==> src/logic/mdp_pkg.sv <==
// Summary of operation
// (RULE1) with the maintenance cable absent the processor runs normally and ignores the port.
// (RULE2) sixteen display outputs present one of seven selectable signal groups during a direct access.
// (RULE3) the subcontroller forwards the display group onto the host bus only on a direct read.
// (RULE4) only control bits 29 to 31 are used: I/O reset, phase stop during service, single phase.
// (RULE5) on a direct read group address bits 13 to 15 choose which display group is shown.
// (RULE6) the subcontroller holds the read/write indicator high for writes and low for reads.
// (RULE7) a strobe from the subcontroller makes the processor act on the current inputs.
// (RULE8) an open subcontroller-presence input makes the processor ignore all other port inputs.
// (RULE9) the active-low single-phase indicator is driven low while in single-phase mode.
// (RULE10) the strobe is synchronised and exactly one action is taken per strobe assertion.
package mdp_pkg;
   localparam int DISP_W      = 16;
   localparam int CTRL_W      = 16;
   localparam int ADDR_W      = 7;
   localparam int GROUPS      = 7;
   localparam int SEL_W       = 3;
   // control lines carry host bits 16..31; index k is host bit 16+k
   localparam int CTRL_BASE   = 16;
   localparam int BIT_RESET   = 29 - CTRL_BASE;
   localparam int BIT_PSTOP   = 30 - CTRL_BASE;
   localparam int BIT_SPHASE  = 31 - CTRL_BASE;
   // address lines carry host bits 9..15
   localparam int ADDR_BASE   = 9;
   localparam int SEL_LO      = 13 - ADDR_BASE;
   localparam int SEL_HI      = 15 - ADDR_BASE;
   localparam logic [DISP_W-1:0] DISP_RST = 16'h0000;
   localparam logic [SEL_W-1:0]  SEL_RST  = 3'h0;
   // bus side
   localparam logic [31:0] A_DISP_SEL  = 32'h0000_0000;
   localparam logic [31:0] A_CTRL      = 32'h0000_0004;
   localparam logic [31:0] A_STATUS    = 32'h0000_0008;
   localparam logic [31:0] A_GROUP0    = 32'h0000_0010;
   localparam logic [1:0]  HTRANS_NSEQ = 2'h2;
   localparam logic [2:0]  HSIZE_WORD  = 3'h2;
endpackage

==> src/logic/mdp_sync.sv <==
module mdp_sync
   import mdp_pkg::*;
#(
   parameter int W = 1
)(
   input  wire logic         hclk,
   input  wire logic         hresetn,
   input  wire logic [W-1:0] d,
   output logic      [W-1:0] q
);
   logic [W-1:0] s1_r;
   logic [W-1:0] s2_r;
   always_ff @(posedge hclk or negedge hresetn) begin
      if (!hresetn) begin
         s1_r <= '0;
         s2_r <= '0;
      end else begin
         s1_r <= d;
         s2_r <= s1_r;
      end
   end
   assign q = s2_r;
endmodule

==> src/logic/mdp_group_mux.sv <==
module mdp_group_mux
   import mdp_pkg::*;
(
   input  wire logic [GROUPS*DISP_W-1:0] groups,
   input  wire logic [SEL_W-1:0]         sel,
   output logic      [DISP_W-1:0]        y
);
   // codes beyond the seventh group read as zero
   always_comb begin
      y = '0;
      if (int'(sel) < GROUPS) begin
         y = groups[int'(sel)*DISP_W +: DISP_W];
      end
   end
endmodule

==> src/logic/mdp_port.sv <==
module mdp_port
   import mdp_pkg::*;
(
   input  wire logic                     hclk,
   input  wire logic                     hresetn,
   input  wire logic                     hsel,
   input  wire logic [31:0]              haddr,
   input  wire logic [1:0]               htrans,
   input  wire logic                     hwrite,
   input  wire logic [2:0]               hsize,
   input  wire logic [31:0]              hwdata,
   input  wire logic                     hready,
   output logic      [31:0]              hrdata,
   output logic                          hreadyout,
   output logic                          hresp,
   input  wire logic [GROUPS*DISP_W-1:0] internal_groups,
   input  wire logic [CTRL_W-1:0]        control_input_lines,
   input  wire logic [ADDR_W-1:0]        group_address_lines,
   input  wire logic                     read_write_indicator,
   input  wire logic                     port_strobe,
   input  wire logic                     subcontroller_present_n,
   output logic      [DISP_W-1:0]        display_outputs,
   output logic                          single_phase_indicator_n,
   output logic                          io_reset_pulse,
   output logic                          phase_stop,
   output logic                          single_phase
);
   localparam int PIN_W = CTRL_W + ADDR_W + 3;
   logic [PIN_W-1:0]  pins_raw;
   logic [PIN_W-1:0]  pins_s;
   logic [CTRL_W-1:0] ctl_s;
   logic [ADDR_W-1:0] adr_s;
   logic              rw_s;
   logic              stb_s;
   logic              absent_s;
   logic              stb_d_r;
   logic              stb_d_nxt;
   logic              act;
   logic [SEL_W-1:0]  sel_r;
   logic [SEL_W-1:0]  sel_nxt;
   logic [SEL_W-1:0]  bus_sel_r;
   logic [SEL_W-1:0]  bus_sel_nxt;
   logic              pstop_r;
   logic              pstop_nxt;
   logic              sphase_r;
   logic              sphase_nxt;
   logic              rst_r;
   logic              rst_nxt;
   logic [DISP_W-1:0] disp_r;
   logic [DISP_W-1:0] disp_nxt;
   logic [DISP_W-1:0] mux_y;
   logic [DISP_W-1:0] bus_y;
   logic              wr_pend_r;
   logic              wr_pend_nxt;
   logic [31:0]       wr_addr_r;
   logic [31:0]       wr_addr_nxt;
   logic [31:0]       rdata_r;
   logic [31:0]       rdata_nxt;
   logic              take;

   assign pins_raw = {control_input_lines, group_address_lines,
                      read_write_indicator, port_strobe,
                      subcontroller_present_n};

   // presence pin floats high when open; syncs reset low so the port
   // counts as present until the pin has really been seen
   mdp_sync #(.W(PIN_W)) u_sync (
      .hclk    (hclk),
      .hresetn (hresetn),
      .d       (pins_raw),
      .q       (pins_s)
   );

   assign ctl_s    = pins_s[PIN_W-1 -: CTRL_W];
   assign adr_s    = pins_s[ADDR_W+2:3];
   assign rw_s     = pins_s[2];
   assign stb_s    = pins_s[1];
   assign absent_s = pins_s[0];

   // rising edge of the synced strobe, gated by presence
   assign act = stb_s & ~stb_d_r & ~absent_s; // see (RULE10) see (RULE8)

   mdp_group_mux u_mux (
      .groups (internal_groups),
      .sel    (sel_r),
      .y      (mux_y)
   );

   mdp_group_mux u_bmux (
      .groups (internal_groups),
      .sel    (bus_sel_r),
      .y      (bus_y)
   );

   assign take = hsel & hready & (htrans == HTRANS_NSEQ)
                 & (hsize == HSIZE_WORD);
   always_comb begin
      stb_d_nxt   = stb_s;
      sel_nxt     = sel_r;
      pstop_nxt   = pstop_r;
      sphase_nxt  = sphase_r;
      rst_nxt     = 1'b0;
      bus_sel_nxt = bus_sel_r;
      wr_pend_nxt = take & hwrite;
      wr_addr_nxt = take ? haddr : wr_addr_r;
      rdata_nxt   = rdata_r;
      if (act) begin // see (RULE7)
         if (rw_s) begin
            // direct write: only the top three control bits matter
            rst_nxt    = ctl_s[BIT_RESET]; // see (RULE4)
            pstop_nxt  = ctl_s[BIT_PSTOP]; // see (RULE4)
            sphase_nxt = ctl_s[BIT_SPHASE]; // see (RULE4)
         end else begin
            sel_nxt = adr_s[SEL_HI:SEL_LO]; // see (RULE5)
         end
      end
      // pulling the cable must not leave the processor stopped
      if (absent_s) begin // see (RULE1)
         pstop_nxt  = 1'b0;
         sphase_nxt = 1'b0;
      end
      if (wr_pend_r) begin
         if (wr_addr_r == A_DISP_SEL) begin
            bus_sel_nxt = hwdata[SEL_W-1:0];
         end
         if (wr_addr_r == A_CTRL) begin
            rst_nxt = rst_nxt | hwdata[BIT_RESET];
         end
      end
      if (take && !hwrite) begin
         case (haddr)
            A_DISP_SEL: rdata_nxt = {29'h0, bus_sel_r};
            A_CTRL:     rdata_nxt = {16'h0, 13'h0, sphase_r, pstop_r,
                                     1'b0};
            A_STATUS:   rdata_nxt = {16'h0, disp_r};
            A_GROUP0:   rdata_nxt = {16'h0, bus_y};
            default:    rdata_nxt = 32'h0000_0000;
         endcase
      end
      disp_nxt = mux_y; // see (RULE2)
   end

   always_ff @(posedge hclk or negedge hresetn) begin
      if (!hresetn) begin
         stb_d_r   <= 1'b1;
         sel_r     <= SEL_RST;
         bus_sel_r <= SEL_RST;
         pstop_r   <= 1'b0;
         sphase_r  <= 1'b0;
         rst_r     <= 1'b0;
         disp_r    <= DISP_RST;
         wr_pend_r <= 1'b0;
         wr_addr_r <= 32'h0000_0000;
         rdata_r   <= 32'h0000_0000;
      end else begin
         stb_d_r   <= stb_d_nxt;
         sel_r     <= sel_nxt;
         bus_sel_r <= bus_sel_nxt;
         pstop_r   <= pstop_nxt;
         sphase_r  <= sphase_nxt;
         rst_r     <= rst_nxt;
         disp_r    <= disp_nxt;
         wr_pend_r <= wr_pend_nxt;
         wr_addr_r <= wr_addr_nxt;
         rdata_r   <= rdata_nxt;
      end
   end

   assign display_outputs          = disp_r;
   assign single_phase_indicator_n = ~sphase_r; // see (RULE9)
   assign io_reset_pulse           = rst_r;
   assign phase_stop               = pstop_r;
   assign single_phase             = sphase_r;
   assign hrdata                   = rdata_r;
   assign hreadyout                = 1'b1;
   assign hresp                    = 1'b0;
endmodule

==> config.mk <==
export PLATFORM = sky130hd
export DESIGN_NAME = mdp_port
export DESIGN_NICKNAME = d
export VERILOG_FILES = /design/src/logic/mdp_pkg.sv /design/src/logic/mdp_sync.sv /design/src/logic/mdp_group_mux.sv /design/src/logic/mdp_port.sv
export SDC_FILE = /design/constraint.sdc
export NUM_CORES = 1
export LEC_CHECK = 0
export BUFFER_PORTS_ARGS = -buffer_cell sky130_fd_sc_hd__buf_2
export CORE_AREA = 4 4 109 189
export CTS_CLUSTER_SIZE = 24
export DETAILED_ROUTE_END_ITERATION = 8
export DIE_AREA = 0 0 113 193
export PLACE_DENSITY = 0.65
export SLEW_MARGIN = 20
export SYNTH_ARGS = -nofsm -noshare
export SYNTH_HDL_FRONTEND = slang
export SYNTH_HIERARCHICAL = 1
export SYNTH_SLANG_ARGS = --single-unit
export TNS_END_PERCENT = 1
==> constraint.sdc <==
create_clock -name hclk -period 2.95 [get_ports hclk]
set_input_delay 0.4425 -clock hclk [delete_from_list [all_inputs] [get_ports hclk]]
set_output_delay 0.4425 -clock hclk [all_outputs]
set_load 0.01 [all_outputs]
==> results of run 1 <==
==> routing by layer <==
layer | GRT usage (%) | wire length, um | vias to the layer above
li1 | - | - | 2308
met1 | 18.4 | 6770 | 2308
met2 | 29.1 | 9460 | 183
met3 | 1.87 | 947 | 30
met4 | 6.89 | 584 | 0
met5 | 0 | 0 | -
==> critical path: cells and delay by family, from the launching register on <==
family	cells	cell delay [ps]
AO/OA/AOI/OAI	4	760
buffers and inverters	1	460
flip-flops	1	770
multiplexers	1	150
==> power by group through the flow <==
stage | Clock, mW | Sequential [mW] | Combinational, mW
floorplan | 0 | 1.57 | 0.642
global placement | 0 | 1.60 | 1.01
detailed placement | 0 | 1.61 | 1.02
CTS | 1.19 | 1.58 | 1.02
global route | 1.23 | 1.60 | 1.12
finish | 1.15 | 1.58 | 1.02
==> final cells by class <==
class / instances / area share (%)
repair buffers: 220 / 16.4
clock inverters: 7 / 1.04
clock buffers: 9 / 3.18
multi-input cells: 387 / 42.0
inverters: 2 / 0.106
diodes: 5 / 0.177
flip-flops and latches: 93 / 32.9
well taps: 241 / 4.25
==> final timing paths <==
check / startpoint / end / slack [ps] / depth (start not counted)
setup / recovery: bus_sel_r[1] / hrdata[11] / 680 / 6
hold / removal: hresetn / u_sync/s1_r[7] / 160 / 1
setup reg to reg: bus_sel_r[1] / hrdata[11] / 680 / 6
hold reg to reg: u_sync/s1_r[2] / u_sync/q[2] / 350 / 0
max in group asynchronous: hresetn / hrdata[8] / 2010 / 2
min in group hclk: group_address_lines[5] / u_sync/s1_r[8] / 190 / 1
==> layout by cell type, fill, tap and decap left out, drive strengths merged, types with 7 or more instances in the layout <==
cell      n
dfrtp    92
clkbuf    9
conb     18
o21ai    16
mux2i   100
a31oi    32
or2      32
a22o     34
nor4     14
mux2     39
a22oi    13
inv       7
buf     220
nand2    35
o31ai    14
nor2b     7
==> sequential cells by signal, summed over array words and instances, names as in the netlist <==
| signal | cells |
|---|---|
| single_phase | 1 |
| display_outputs | 16 |
| u_sync/q | 9 |
| wr_addr_r | 32 |
| sel_r | 3 |
| phase_stop | 1 |
| bus_sel_r | 3 |
| stb_d_r | 1 |
| u_sync/s1_r | 9 |
| wr_pend_r | 1 |
| hrdata | 16 |
| io_reset_pulse | 1 |
==> stage by stage <==
stage	area (um2)	power, mW	utilization (%)	cells
global placement	6780	2.61	35.6	943
detailed placement	6780	2.63	35.6	943
finish	7090	3.75	37.2	964
floorplan	5770	2.21	-	540
CTS	7080	3.79	37.2	959
global route	7090	3.95	37.2	963
==> results_tabular.tex, run 1 <==
\begin{tabular}{lr}
\hline
Metric & Value \\
\hline
\multicolumn{2}{l}{\textbf{GRT}} \\
Number of global-route vias before repair & 4959 \\
Total track usage & between 10\% and 20\% \\
Maximum number of pins on one net before global-route repair & 64 \\
Antenna violations before repair & 4 \\
Residual overflow from global routing & 0 \\
Wire length of the first global-routing pass & between 20000 and 30000 um \\
\multicolumn{2}{l}{\textbf{Placed design}} \\
Number of I/O port buffers & 202 \\
Worst setup slack before clock tree synthesis & 648 ps \\
Estimated wirelength of the detail-placed design & 14400 um \\
Routability cong. & 0.863 \\
\multicolumn{2}{l}{\textbf{Synthesis}} \\
Mean instance size in the synthesized netlist & 10.9 um2 \\
Cell area after technology mapping & roughly 5700 um2 \\
Post-synthesis cell count & between 500 and 600 \\
Synth Warn \# & 6 \\
\multicolumn{2}{l}{\textbf{Power}} \\
Cell internal pwr & 2.54 mW \\
Static leakage & between 3 and 4 nW \\
Share of power burned in registers & 42.2\% \\
Power Density & between 500 and 600 nW/um2 \\
Peak ir drop on the vdd network & 0.297 mV \\
Fraction of power spent switching nets & around a third \\
Total net switching power & 1.21 mW \\
Power share of the clock group & 30.7\% \\
Combinational group share of total power & 27.2\% \\
\multicolumn{2}{l}{\textbf{Routing}} \\
Vias per std cell & 5.01 \\
Antenna Nets Post-Route & 0 \\
Number of search-and-repair iterations in the first detailed-routing pass & 4 \\
Vias & 4829 \\
Initial drt markers & 300 \\
DRC violations left & 0 \\
Wirelength per Cell & 18.4 um \\
Wire length after detailed routing & roughly 18000 um \\
\multicolumn{2}{l}{\textbf{Cells and area}} \\
P\&R area growth vs syn & 24.2\% \\
Number of nets at the end of the flow & 925 \\
Area taken by flip-flops and latches & 2330 um2 \\
Area occupied by multi-input gates & 2980 um2 \\
Layout fillers & 1954 \\
Share of post-route cells with drive strength above 1 & about 39\% \\
\multicolumn{2}{l}{\textbf{Critical path}} \\
Crit path capture type & register \\
Slowest library cell on the worst path & sky130\_fd\_sc\_hd\_\_dfrtp\_2 \\
WS Path Type & register to register \\
Delay of the slowest critical-path stage & a little under 800 ps \\
Critical path cell sequence & buf\_4, mux2i\_1, a22o\_1, a31oi\_1, a22oi\_1, o31ai\_1 \\
Kind of launch point of the worst setup path & register \\
Arrival @ worst endpoint & between 2000 and 3000 ps \\
Required time of the worst setup path & roughly 3200 ps \\
Peak fanout along the critical path & 22 \\
\multicolumn{2}{l}{\textbf{STA}} \\
Highest clock rate & 441 MHz \\
Worst hold slack after final layout & $\sim$160 ps \\
Final hold violation count & 0 \\
Setup Skew & $\sim$8.4 ps \\
Final setup margin & 680 ps \\
RSZ-0062 raised after global routing & false \\
Setup tns final & 0 ps \\
Final clock period utilization by the worst path & 76.9\% \\
Count of endpoints failing setup in the final report & 0 \\
Slew margin rel. & 47.2\% \\
Final Slew Violations & 0 \\
Final critical-path required period & 2270 ps \\
Measured slew at the worst slew-check pin & roughly 790 ps \\
\multicolumn{2}{l}{\textbf{Die}} \\
Overall die area & 21800 um2 \\
Initial Utilization & between 20\% and 30\% \\
IO Count & $\sim$270 \\
Y dimension of the die & 193 um \\
Die W & 113 um \\
Cell row count & 67 \\
Core Area & 19000 um2 \\
\multicolumn{2}{l}{\textbf{CTS}} \\
Maximum level of the CTS H-tree & 3 \\
Clock latency on the worst-skew pair & $\sim$350 ps \\
Cts hold-fix bufs & 0 \\
TritonCTS clock tree & yes \\
Post-cts repair resize count & 0 \\
Max Root-Sink Buffers & 2 \\
Number of buffers created by CTS & 9 \\
CTS clk-pin slew, worst paths & roughly 70 ps \\
Number of buffers inserted by post-CTS setup repair & 0 \\
\# clock sinks & 93 \\
Cell at the root of the clock tree & sky130\_fd\_sc\_hd\_\_clkbuf\_16 \\
\multicolumn{2}{l}{\textbf{Worst hold path}} \\
Tightest Hold Check Type & input port to async pin \\
\multicolumn{2}{l}{\textbf{Outcome}} \\
Result of the run & completed \\
\multicolumn{2}{l}{\textbf{Flow run}} \\
Max-cap check violation count & 0 \\
\hline
\end{tabular}
No activity file was read; power rests on OpenSTA's default activity.
==> run 2, diff against run 1 <==
==> constraint.sdc (replaced) <==
create_clock -name hclk -period 2.3 [get_ports hclk]
set_input_delay 0.345 -clock hclk [delete_from_list [all_inputs] [get_ports hclk]]
set_output_delay 0.345 -clock hclk [all_outputs]
set_load 0.01 [all_outputs]
==> run 2 against run 1 <==
Against the previous run: first-iteration DRC count is 18% lower; utilization increased by 0.64 points; hold slack got worse by 68 ps; setup slack got worse by 480 ps; maximum frequency is 7.9% higher; sequential power is 28% higher; clock skew is 1.1 ps higher; cell area is 1.7% higher; total power is 29% higher; global-route usage shrank 0.14 points; critical endpoint is now hrdata[1].
==> results_tabular.tex, run 2 (synthesis results as in run 1) <==
\begin{tabular}{lr}
\hline
Metric & Value \\
\hline
\multicolumn{2}{l}{\textbf{Outcome}} \\
Result of the run & completed \\
\multicolumn{2}{l}{\textbf{Worst hold path}} \\
Min-delay src & control\_input\_lines[15] \\
Tightest Hold Check Type & input port to register \\
\multicolumn{2}{l}{\textbf{STA}} \\
Setup tns final & 0 ps \\
Final Slew Violations & 0 \\
RSZ-0062 raised after global routing & false \\
Slew margin rel. & 26.1\% \\
Measured slew at the worst slew-check pin & approximately 1100 ps \\
Final hold violation count & 0 \\
Setup Skew & 9.50 ps \\
Count of endpoints failing setup in the final report & 0 \\
Final critical-path required period & 2100 ps \\
Final clock period utilization by the worst path & 91.5\% \\
Highest clock rate & 475 MHz \\
\multicolumn{2}{l}{\textbf{CTS}} \\
Post-cts repair resize count & 0 \\
Maximum level of the CTS H-tree & 3 \\
Cell at the root of the clock tree & sky130\_fd\_sc\_hd\_\_clkbuf\_16 \\
Number of buffers created by CTS & 9 \\
Clock latency on the worst-skew pair & 350 ps \\
TritonCTS clock tree & yes \\
\# clock sinks & 93 \\
Max Root-Sink Buffers & 2 \\
CTS clk-pin slew, worst paths & 80 ps \\
\multicolumn{2}{l}{\textbf{Cells and area}} \\
Number of nets at the end of the flow & approximately 940 \\
Max reg flops & 32 \\
Register bank with the most flops & wr\_addr\_r \\
Count of placed standard cells in the final layout, fillers left out & a little under 1000 \\
Commonest non-fill, non-tap cell in the layout & sky130\_fd\_sc\_hd\_\_buf\_2 \\
Commonest cells after routing, fill and taps aside & sky130\_fd\_sc\_hd\_\_buf\_2, sky130\_fd\_sc\_hd\_\_mux2i\_1, sky130\_fd\_sc\_hd\_\_dfrtp\_1 \\
P\&R area growth vs syn & 26.3\% \\
Share of post-route cells with drive strength above 1 & 40.2\% \\
\multicolumn{2}{l}{\textbf{Routing}} \\
Antenna Nets Post-Route & 0 \\
Vias & $\sim$4800 \\
Initial drt markers & 245 \\
DRC violations left & 0 \\
Vias per std cell & 4.90 \\
Number of search-and-repair iterations in the first detailed-routing pass & 4 \\
Wirelength per Cell & about 18 um \\
Wire length after detailed routing & 17800 um \\
\multicolumn{2}{l}{\textbf{Flow run}} \\
Max-cap check violation count & 0 \\
\multicolumn{2}{l}{\textbf{Placed design}} \\
Estimated wirelength of the detail-placed design & 14900 um \\
Number of I/O port buffers & 202 \\
Routability cong. & 0.857 \\
DP Cell Count & 956 \\
\multicolumn{2}{l}{\textbf{Critical path}} \\
Arrival @ worst endpoint & 2330 ps \\
WS Path Type & register to register \\
Crit path capture type & register \\
R2R Path Start & bus\_sel\_r[2] \\
Peak fanout along the critical path & 12 \\
Required time of the worst setup path & approximately 2500 ps \\
Kind of launch point of the worst setup path & register \\
Critical Path Source & bus\_sel\_r[2] \\
\multicolumn{2}{l}{\textbf{Die}} \\
Overall die area & between 20000 and 25000 um2 \\
Core Area & 19000 um2 \\
Die W & $\sim$110 um \\
IO Count & 266 \\
Cell row count & 67 \\
Initial Utilization & roughly 30\% \\
Y dimension of the die & slightly below 200 um \\
\multicolumn{2}{l}{\textbf{GRT}} \\
Wire length of the first global-routing pass & approximately 27000 um \\
Antenna violations before repair & 6 \\
Total track usage & 15.7\% \\
Number of global-route vias before repair & 4961 \\
Maximum number of pins on one net before global-route repair & 44 \\
Residual overflow from global routing & 0 \\
\multicolumn{2}{l}{\textbf{Power}} \\
Power Density & about 670 nW/um2 \\
Peak ir drop on the vdd network & 0.345 mV \\
Static leakage & 3.37 nW \\
\hline
\end{tabular}
## run 2: changes by cell type in the layout (fill, tap and decap cells not counted), sizes merged
cell / delta
buf: +13
dlygate4sd3: +1
diode: +1
## run 2: power breakdown
group / switching, mW / internal, mW / total (mW)
sequential: 0.180 / 1.84 / 2.02
combinational: 0.681 / 0.661 / 1.34
clock: 0.692 / 0.771 / 1.46
## run 2: metrics by stage
step	hold slack, ps	worst slack, ps	instance area (um2)	power, mW	utilization [%]
finish	96.4	196	7210	4.83	37.9
global route	83.9	22.7	7210	5.09	37.9
CTS	84.6	224	7200	4.88	37.8
detailed placement	336	237	6890	3.40	36.2
global placement	333	265	6890	3.37	36.2
floorplan	49.4	637	5770	2.84	-
## run 2: layer usage
metal  share of wire [%]  up-vias  GRT usage (%)
met5                   0        -              0
li1                    -     2331              -
met2                  54      157           28.9
met4                 3.6        0           7.91
met3                 4.8       29           1.87
met1                  38     2281           17.8
## run 2: what timing repair did
action,CTS,global route
setup endpoints to repair,0,0
buffers inserted,0,0
hold buffers,1,0
endpoints found under the hold margin,18,0
## run 2: layout make-up
class / count / area [um2]
Tap cell: 241 / 302
Timing Repair Buffer: 234 / 1280
Clock inverter: 7 / 73.8
Antenna cell: 6 / 15.0
Fill cell: 1922 / 11800
Sequential cell: 93 / 2330
Clock buffer: 9 / 225
Inverter: 2 / 7.51
Multi-Input combinational cell: 387 / 2980
## run 2: worst max-delay path, stage by stage, from the launching register on
cell                        delay, ps
sky130_fd_sc_hd__dfrtp_1          380
sky130_fd_sc_hd__nor2b_1          850
sky130_fd_sc_hd__a22o_1           260
sky130_fd_sc_hd__a31oi_1           60
sky130_fd_sc_hd__a22o_1           200
sky130_fd_sc_hd__a2bb2oi_1        150
sky130_fd_sc_hd__o31ai_1           80
## run 2: path summary, 6_finish.rpt
kind	to	slack [ps]	cells past startpoint
max	hrdata[1]	200	6
min reg2reg	u_sync/q[23]	350	0
min in group asynchronous	u_sync/q[8]	520	2
min	u_sync/s1_r[25]	100	1
max reg2reg	hrdata[1]	200	6
max in group asynchronous	hrdata[11]	1130	3
